==> src/rtl/wso_pkg.sv <==
`default_nettype none

package wso_pkg;

   // Register indices; byte address is four times the index
   localparam logic [7:0]  OPT_REG_INDEX  = 8'h1F;
   localparam logic [7:0]  STAT_REG_INDEX = 8'h20;
   localparam logic [31:0] OPT_REG_ADDR   = {22'h0, OPT_REG_INDEX, 2'h0};
   localparam logic [31:0] STAT_REG_ADDR  = {22'h0, STAT_REG_INDEX, 2'h0};

   // Option byte field positions
   localparam int unsigned OPT_WDOG_OFF_BIT  = 0;
   localparam int unsigned OPT_STOP_EN_BIT   = 1;
   localparam int unsigned OPT_WDOG_LONG_BIT = 2;
   localparam int unsigned OPT_SHORT_WK_BIT  = 3;
   localparam int unsigned OPT_LVI_RSTB_BIT  = 4;
   localparam int unsigned OPT_LVI_PWR_BIT   = 5;
   localparam logic [7:0]  OPT_IMPL_MASK     = 8'h3F;
   localparam logic [7:0]  OPT_RESET         = 8'h00;

   // Status register field positions
   localparam int unsigned STAT_USED_BIT = 0;
   localparam int unsigned STAT_ROM_BIT  = 1;

   // Crystal clock cycle counts
   localparam logic [12:0] STOP_SHORT_CYCLES = 13'h0020;
   localparam logic [12:0] STOP_LONG_CYCLES  = 13'h1000;
   // 2^18 - 2^4 and 2^13 - 2^4
   localparam logic [17:0] WDOG_LONG_CYCLES  = 18'h3FFF0;
   localparam logic [17:0] WDOG_SHORT_CYCLES = 18'h01FF0;

   // Bus encodings
   localparam logic [1:0] HTRANS_NONSEQ = 2'h2;
   localparam logic       HRESP_OKAY    = 1'h0;

   typedef struct packed {
      logic        dataPhase;
      logic        dataWrite;
      logic        dataIsOpt;
      logic        writeUsed;
      logic        romVariant;
      logic        strapTaken;
      logic [7:0]  optBits;
      logic [31:0] hrdata;
      logic        hreadyout;
   } wso_state_t;

   typedef struct packed {
      logic        lviPowerOff;
      logic        lviResetOut;
      logic        wdogOn;
      logic [17:0] wdogTimeout;
      logic [12:0] stopDelay;
      logic        stopExec;
      logic        stopIllegal;
   } wso_dec_state_t;

endpackage

`default_nettype wire

==> src/rtl/wso_opt_if.sv <==
`default_nettype none

interface wso_opt_if;
   logic [7:0]  optBits;
   logic        lviResetReq;
   logic        stopReq;
   logic        lviPowerOff;
   logic        lviResetOut;
   logic        wdogOn;
   logic [17:0] wdogTimeout;
   logic [12:0] stopDelay;
   logic        stopExec;
   logic        stopIllegal;

   modport src (
      output optBits,
      output lviResetReq,
      output stopReq,
      input  lviPowerOff,
      input  lviResetOut,
      input  wdogOn,
      input  wdogTimeout,
      input  stopDelay,
      input  stopExec,
      input  stopIllegal
   );

   modport dst (
      input  optBits,
      input  lviResetReq,
      input  stopReq,
      output lviPowerOff,
      output lviResetOut,
      output wdogOn,
      output wdogTimeout,
      output stopDelay,
      output stopExec,
      output stopIllegal
   );
endinterface

`default_nettype wire

==> src/rtl/wso_opt_decode.sv <==
`default_nettype none

module wso_opt_decode
   import wso_pkg::*;
(
   input wire logic clk_sys,
   input wire logic rstN,
   wso_opt_if.dst   opt
);

   wso_dec_state_t dec_reg;
   wso_dec_state_t dec_next;

   always_comb begin
      dec_next = dec_reg;
      dec_next.lviPowerOff = opt.optBits[OPT_LVI_PWR_BIT];
      dec_next.lviResetOut = opt.lviResetReq &
                             ~opt.optBits[OPT_LVI_RSTB_BIT];
      dec_next.wdogOn = ~opt.optBits[OPT_WDOG_OFF_BIT];
      if (opt.optBits[OPT_WDOG_LONG_BIT]) begin
         dec_next.wdogTimeout = WDOG_LONG_CYCLES;
      end else begin
         dec_next.wdogTimeout = WDOG_SHORT_CYCLES;
      end
      if (opt.optBits[OPT_SHORT_WK_BIT]) begin
         dec_next.stopDelay = STOP_SHORT_CYCLES;
      end else begin
         dec_next.stopDelay = STOP_LONG_CYCLES;
      end
      dec_next.stopExec    = opt.stopReq & opt.optBits[OPT_STOP_EN_BIT];
      dec_next.stopIllegal = opt.stopReq & ~opt.optBits[OPT_STOP_EN_BIT];
   end

   always_ff @(posedge clk_sys or negedge rstN) begin
      if (!rstN) begin
         dec_reg <= '{lviPowerOff: 1'h0, lviResetOut: 1'h0, wdogOn: 1'h1,
                      wdogTimeout: WDOG_SHORT_CYCLES,
                      stopDelay: STOP_LONG_CYCLES,
                      stopExec: 1'h0, stopIllegal: 1'h0};
      end else begin
         dec_reg <= dec_next;
      end
   end

   assign opt.lviPowerOff = dec_reg.lviPowerOff;
   assign opt.lviResetOut = dec_reg.lviResetOut;
   assign opt.wdogOn      = dec_reg.wdogOn;
   assign opt.wdogTimeout = dec_reg.wdogTimeout;
   assign opt.stopDelay   = dec_reg.stopDelay;
   assign opt.stopExec    = dec_reg.stopExec;
   assign opt.stopIllegal = dec_reg.stopIllegal;

endmodule

`default_nettype wire

==> src/rtl/wso_option_reg.sv <==
`default_nettype none

module wso_option_reg
   import wso_pkg::*;
(
   input  wire logic        clk_sys,
   input  wire logic        nrst,
   input  wire logic        hsel,
   input  wire logic [31:0] haddr,
   input  wire logic [1:0]  htrans,
   input  wire logic        hwrite,
   input  wire logic [2:0]  hsize,
   input  wire logic [31:0] hwdata,
   input  wire logic        hready,
   output var  logic        hreadyout,
   output var  logic [31:0] hrdata,
   output var  logic        hresp,
   input  wire logic        romVariant,
   input  wire logic        lviResetReq,
   input  wire logic        stopReq,
   output var  logic        optionLocked,
   output var  logic        lviPowerOff,
   output var  logic        lviResetOut,
   output var  logic        wdogOn,
   output var  logic [17:0] wdogTimeout,
   output var  logic [12:0] stopDelay,
   output var  logic        stopExec,
   output var  logic        stopIllegal
);

   logic [1:0]  rstSync_reg;
   logic        rstN;
   wso_state_t  st_reg;
   wso_state_t  st_next;
   logic        addrTaken;
   logic        optWriteNow;
   logic [7:0]  optView;
   logic        usedView;
   wso_opt_if   optBus();

   // Asynchronous assert, synchronous release
   always_ff @(posedge clk_sys or negedge nrst) begin
      if (!nrst) begin
         rstSync_reg <= 2'h0;
      end else begin
         rstSync_reg <= {rstSync_reg[0], 1'h1};
      end
   end
   assign rstN = rstSync_reg[1];

   assign addrTaken = hsel & hready & (htrans == HTRANS_NONSEQ);

   assign optWriteNow = st_reg.dataPhase & st_reg.dataWrite &
                        st_reg.dataIsOpt & ~st_reg.writeUsed &
                        ~st_reg.romVariant;

   // Forwarding so a read right behind the write sees the new value
   always_comb begin
      optView  = st_reg.optBits;
      usedView = st_reg.writeUsed;
      if (optWriteNow) begin
         optView = hwdata[7:0] & OPT_IMPL_MASK;
      end
      if (st_reg.dataPhase & st_reg.dataWrite & st_reg.dataIsOpt) begin
         usedView = 1'h1;
      end
   end

   always_comb begin
      st_next           = st_reg;
      st_next.hreadyout = 1'h1;
      // Strap taken once after release, never under reset
      if (!st_reg.strapTaken) begin
         st_next.romVariant = romVariant;
         st_next.strapTaken = 1'h1;
      end
      if (hready) begin
         st_next.dataPhase = addrTaken;
         st_next.dataWrite = addrTaken & hwrite;
         st_next.dataIsOpt = addrTaken & (haddr == OPT_REG_ADDR);
      end
      // Any write attempt to the address uses up the single write
      if (st_reg.dataPhase & st_reg.dataWrite & st_reg.dataIsOpt) begin
         st_next.writeUsed = 1'h1;
      end
      if (optWriteNow) begin
         st_next.optBits = optView;
      end
      // Read data prepared during the address phase
      st_next.hrdata = 32'h0000_0000;
      if (addrTaken && !hwrite) begin
         if (haddr == OPT_REG_ADDR) begin
            st_next.hrdata = {24'h00_0000, optView};
         end else if (haddr == STAT_REG_ADDR) begin
            st_next.hrdata[STAT_USED_BIT] = usedView;
            st_next.hrdata[STAT_ROM_BIT]  = st_reg.romVariant;
         end else begin
            st_next.hrdata = 32'h0000_0000;
         end
      end
   end

   always_ff @(posedge clk_sys or negedge rstN) begin
      if (!rstN) begin
         st_reg <= '{dataPhase: 1'h0, dataWrite: 1'h0, dataIsOpt: 1'h0,
                     writeUsed: 1'h0, romVariant: 1'h0, strapTaken: 1'h0,
                     optBits: OPT_RESET, hrdata: 32'h0000_0000,
                     hreadyout: 1'h1};
      end else begin
         st_reg <= st_next;
      end
   end

   assign optBus.optBits     = st_reg.optBits;
   assign optBus.lviResetReq = lviResetReq;
   assign optBus.stopReq     = stopReq;

   wso_opt_decode u_decode (
      .clk_sys (clk_sys),
      .rstN    (rstN),
      .opt     (optBus.dst)
   );

   assign hreadyout    = st_reg.hreadyout;
   assign hrdata       = st_reg.hrdata;
   assign hresp        = HRESP_OKAY;
   assign optionLocked = st_reg.writeUsed;
   assign lviPowerOff  = optBus.lviPowerOff;
   assign lviResetOut  = optBus.lviResetOut;
   assign wdogOn       = optBus.wdogOn;
   assign wdogTimeout  = optBus.wdogTimeout;
   assign stopDelay    = optBus.stopDelay;
   assign stopExec     = optBus.stopExec;
   assign stopIllegal  = optBus.stopIllegal;

endmodule

`default_nettype wire

==> config.mk <==
export PLATFORM = sky130hd
export DESIGN_NAME = wso_option_reg
export DESIGN_NICKNAME = d
export VERILOG_FILES = /design/src/rtl/wso_pkg.sv /design/src/rtl/wso_opt_if.sv /design/src/rtl/wso_opt_decode.sv /design/src/rtl/wso_option_reg.sv
export SDC_FILE = /design/constraint.sdc
export NUM_CORES = 1
export LEC_CHECK = 0
export BUFFER_PORTS_ARGS = -buffer_cell sky130_fd_sc_hd__buf_2
export CORE_UTILIZATION = 41
export DETAILED_ROUTE_END_ITERATION = 16
export HOLD_SLACK_MARGIN = 0.15
export PLACE_DENSITY = 0.9
export SETUP_SLACK_MARGIN = 0.15
export SYNTH_ARGS = -nofsm -noshare
export SYNTH_HDL_FRONTEND = slang
export SYNTH_SLANG_ARGS = --single-unit
==> constraint.sdc <==
create_clock -name clk_sys -period 2.5 [get_ports clk_sys]
set_input_delay 0.125 -clock clk_sys [delete_from_list [all_inputs] [get_ports clk_sys]]
set_output_delay 0.125 -clock clk_sys [all_outputs]
set_load 0.03 [all_outputs]
# Word-level counts from Yosys, hierarchy flattened
# Index checks and enable logic that the tools add are counted.
[totals]
ff_bits = 84
input_bits = 77
output_inout_bits = 71
wordCells = 44
[classes]
eq_ne = 3
muxes = 7
bitwise = 16
n_reduce_logical = 2
[ops]
columns = ["cell", "count"]
rows = [
  ["32-bit by 7-bit equality test with 1-bit output, second input constant", 1],
  ["32-bit by 8-bit equality test with 1-bit output, second input constant", 1],
  ["8-bit 2-to-1 mux", 3],
  ["18-bit 2-to-1 mux", 1],
  ["13-bit 2-to-1 mux", 1],
  ["1-bit bitwise AND", 11],
  ["1-bit inverter", 5],
  ["2-bit equality test, second input constant", 1],
  ["2-bit 2-to-1 mux", 1],
  ["1-bit logical AND", 1],
  ["1-bit zero test", 1],
  ["1-bit 2-to-1 mux", 1],
]

# Logic depth before layout (Yosys ltp)
[logic_depth]
depth_word = 7
ltp_mapped = 5

# By module
# A second synthesis with hierarchy kept.
[unflattened]
cells_unflattened = 146
hier_area_um2 = 1671.6
[modules_own_cells]
columns = ["mod", "n_inst", "cells_each", "area_each_um2", "seq_area_each_um2"]
rows = [
  ["wso_option_reg", 1, 103, 1221.2, 600.6],
  ["wso_opt_decode", 1, 43, 450.4, 202.7],
]

# Worst setup path before layout
# OpenSTA, ideal clock, no wires.
[synth_timing]
path_kind = "input -> register"
startpoint = "input haddr[29]"
endpoint = "register st_reg (netlist bit hrdata[2])"
setup_time_ns = 0.080
arrival_time_ns = 1.343
required_time_ns = 2.420
slack_ns = 1.077
stages = 4
n_path_buf = 1
path_cell_list = "or4_4 > or4_4 > buf_6 > nor3b_2"
[synth_rtl]
columns = ["element", "line_no", "rtl"]
rows = [
  ["from (decl)", "wso_option_reg.sv:9", "input wire logic [31:0] haddr,"],
  ["to (signal assigned)", "wso_option_reg.sv:105", "st_reg <= '{dataPhase: 1'h0, dataWrite: 1'h0, dataIsOpt: 1'h0,"],
  ["to (signal assigned)", "wso_option_reg.sv:110", "st_reg <= st_next;"],
  ["to (decl)", "wso_option_reg.sv:33", "wso_state_t st_reg;"],
]

# Final worst setup path
[layout_timing]
startpoint = "input haddr[30]"
endpoint = "register st_reg[44] in the netlist's numbering"
[layout_via]
elab_chain_cells = 2
[layout_lines]
columns = ["element", "line_no", "rtl"]
rows = [
  ["32-bit by 7-bit equality test with 1-bit output", "wso_option_reg.sv:80", "st_next.dataIsOpt = addrTaken & (haddr == OPT_REG_ADDR);"],
  ["1-bit bitwise AND", "wso_option_reg.sv:80", ""],
]
# No other way between the ends.
# A chain may end at the register's enable or synchronous reset.

==> results <==
- The library cell appearing most often on the critical path is dlygate4sd3_1.
- For the worst-skew pair, the clock arrives at the later sink with an insertion delay of approximately 0.27 ns.
- The final max-slew violation count is 0.
- The share of synthesized registers carrying an async set or reset is 1.000.
- The area growth from synthesis to layout is 19.70%.
- Measured on the finished design, the core utilization comes to 0.5134.
- The CTS tree is built.
- In the post-synthesis netlist, the cell with the most instances is buf_4.
- The die is between 60 and 70 um tall.
- The required time of the critical path is between 2 and 3 ns.
- The maximum cell stage delay along the critical path is around 0.57 ns.
- The worst clock skew on the final layout is approximately 0.0032 ns.
- The final hold violation count is 0.
- The total number of yosys warnings is 0.
- The ratio of total power to cell area is ~550 mW/mm2.
- Once placement finished, the instance area stood at between 0.0015 and 0.002 mm2.
- After detailed routing, the number of remaining DRC violations is 0.
- Setup repair after global routing left no endpoint under its margin.
- The sort of element at the end of the critical path is a register.
- The total vias in the final route is 1217.
- The signal on the critical path passes through dlygate4sd3_1 > buf_2 > or4_4 > dlygate4sd3_1 > o41ai_1.
- The post-synthesis register bit count is 32.
- Dividing the final minimum period by the clock period gives 0.7227.
- Clock tree synthesis inserted a total of 5 buffers.
- Yosys attributes the largest share of cell area to dfrtp_1 43%, buf_4 27%, nor3b_2 3.6%, mux2_2 3.3%, dfstp_2 3.0%.
- In this run, distinct cell masters in the synthesized netlist total 30.
- The minimum setup slack among reg-to-reg paths is ~1.0 ns.
- Across the run, the number of max-cap violations was 0.
- The wire length per cell after detailed routing is about 10 um.
- The final layout contains routed wiring with a total length of between 2 and 3 mm.
- At the end of routability-driven placement, the weighted congestion stood at 0.8324.
- The first global-routing pass estimated 4.367 mm of wire.
- The worst register-to-register path has a depth of 4.
- The total standard cell area after synthesis is approximately 0.0017 mm2.
- CTS placed an instance of clkbuf_8 at the clock tree root.
- The number of antenna violations at the first check in global routing is 0.
- The overall routing resource usage is 0.1339.
- Setup total negative slack on the finished layout was measured at 0 ns.
- The worst hold path belongs to the class input pin to asynchronous set/reset pin.
- The fraction of post-synthesis cell area in the top cell type by area is 0.4345.
- The type of element launching the critical path is an input pin.
- The average instance in the mapped netlist occupies 10.80 um2.
- The post-route antenna net violation count is 0.
- The die extent in x is about 67 um.
- After the last flow step, the layout net total stands at between 300 and 400.
- about 150 I/O pins were placed.
- On the critical path, the stage with the largest delay is an instance of dlygate4sd3_1.
- The number of global-route vias before repair is 1092.
- The die covers around 0.0045 mm2.
- The placed wire-length estimate after detailed placement is ~2.3 mm.
- For this run the aggregate overflow at the end of global routing stands at 0.
- The largest vdd supply drop is 0.1637 mV.
- STA puts the critical path data arrival time at 1.97 ns.
- The sequential cell area fraction in the yosys report is 0.4649.
- During placement, the flow inserted port buffers numbering 68.
- Based on the critical path, the design can be clocked at up to approximately 550 MHz.
- The vias per cell is about 4.2.
- The number of antenna diodes in the final layout is 0.
- In this run the number of H-tree levels came out at 2.
- The count of endpoints failing setup in the final report is 0.
- The clock period minus final worst setup slack is roughly 1.8 ns.
- The violation count after the first detailed-routing iteration is 51.
- The initial utilization of the core area, before any placement, comes to 0.4289.
- The destination of the worst register-to-register timing path is hrdata[4].
- The worst setup path is of the input pin to register kind.
- Counting instances in the post-synthesis netlist gives the leading cell types as 62 x buf_4, 30 x dfrtp_1, 7 x inv_1, 7 x nor4_1, 6 x nand3_1.
- For this design, the sink count on the clock tree is 32.
- The top flip-flop cell by instance count after synthesis is dfrtp_1.
- Clock-pin slew was measured on the worst setup and hold paths at ~0.060 ns.
- The cell type with the highest aggregate area in the netlist is dfrtp_1.
- Yosys mapped a number of flops with a built-in enable equal to 0.
- Along the worst path, the maximum fanout reaches 3.
- The post-placement worst setup slack is 0.8698 ns.
- The final design area excluding fillers is 0.002068 mm2.
- The final worst-path setup slack is approximately 0.69 ns.
- In the final layout, the share of cells above drive strength 1 is 0.3840.
- The first detailed-routing pass ran for 4 iterations.
- The run finished with clean final reports.
- The largest buffer count on any clock path is 2.
- After floorplanning, the core was sized to cover roughly 0.0040 mm2.
- The total number of placement rows is 23.
- In this run the static leakage power is about 1.1 nW.
- The synthesized netlist cell count is 160.
- The pin count of the biggest net entering global routing is 31.
- The startpoint identified for the worst register-to-register timing path is st_reg[45].
==> kinds of logic (layout without fill, tap and decap cells) <==
| family | Yosys count | in the layout | share of synthesized area |
|---|---|---|---|
| other cells | 2 | 52 | 0.004346 |
| compound gates | 9 | 9 | 0.03475 |
| mux | 5 | 5 | 0.03258 |
| buf+inv | 71 | 98 | 0.2976 |
| flops | 32 | 32 | 0.4649 |
| simple gates | 41 | 41 | 0.1658 |
==> cell usage in the layout, fill, tap and decap left out <==
cell type and instances:
buf_2 68, conb_1 52, dfrtp_1 30, dlygate4sd3_1 14
nor4_1 7, inv_1 7, nand3_1 6, clkbuf_8 6
mux2_2 5, nor3b_2 5, nand2_1 4, o21ai_0 3
nand2b_1 2, nor2_1 2, or4_4 2, a211oi_1 2
o21a_1 2, nor2b_1 2, and2_1 2, clkbuf_1 2
dfstp_2 2, and3_1 1, and4b_1 1, or2_1 1
nand4b_1 1, nor3_2 1, or2_2 1, nand3b_1 1
nor3_1 1, nor3b_1 1, o22ai_1 1, o41ai_1 1
buf_4 1
==> critical path, delay by kind of cell <==
kind / cells / cell delay, ns
AND/OR/NAND/NOR: 1 / 0.42
buffers and inverters: 3 / 1.20
AO/OA/AOI/OAI: 1 / 0.23
==> layout make-up <==
class | count | area, um2
fill | 368 | 1961
sequential | 32 | 803.3
multi-input combinational | 107 | 598.1
timing repair buffer | 83 | 488.0
clock buffer | 8 | 90.09
tap | 50 | 62.56
inverter | 7 | 26.28
==> timing repair <==
item                                    CTS  global route
resized for setup                         0             0
hold endpoints to repair                 15             0
hold buffers                             14             0
endpoints found under the setup margin    0             0
buffers inserted                          0             0
==> per-stage QoR <==
stage          instances   power, W  hold slack (ns)
2_1_floorplan        210  0.0007521          -0.1706
6_report             287   0.001141           0.1653
4_1_cts              287   0.001152           0.1565
5_1_grt              287   0.001193           0.1590
3_3_place_gp         265  0.0007359         -0.09050
3_5_place_dp         265  0.0007411         -0.08857
==> layer usage <==
layer  routed length, um  global-route usage  share of wire  up-vias
met5                   0                   0              0        -
li1                    -                   -              -      567
met3                 200             0.02911          0.067        9
met2                1613              0.2500           0.54       71
met4                  82             0.09840          0.028        0
met1                1073              0.1257           0.36      570
==> how the worst max path moves through the flow <==
stage            endpoint      start
2_1_floorplan   hrdata[2]  haddr[29]
3_5_place_dp   st_reg[44]  haddr[11]
5_1_grt        st_reg[44]  haddr[30]
3_3_place_gp   st_reg[44]   haddr[1]
6_report       st_reg[44]  haddr[30]
4_1_cts        st_reg[44]  haddr[30]
==> where the power goes <==
part           switching (W)  leakage (nW)  internal (W)  total (W)
sequential        0.00000663         0.400      0.000533   0.000539
combinational       0.000152         0.644     0.0000578   0.000209
clock               0.000168        0.0455      0.000224   0.000392
total               0.000327          1.09      0.000814    0.00114
No activity file was read; power rests on OpenSTA's default activity.
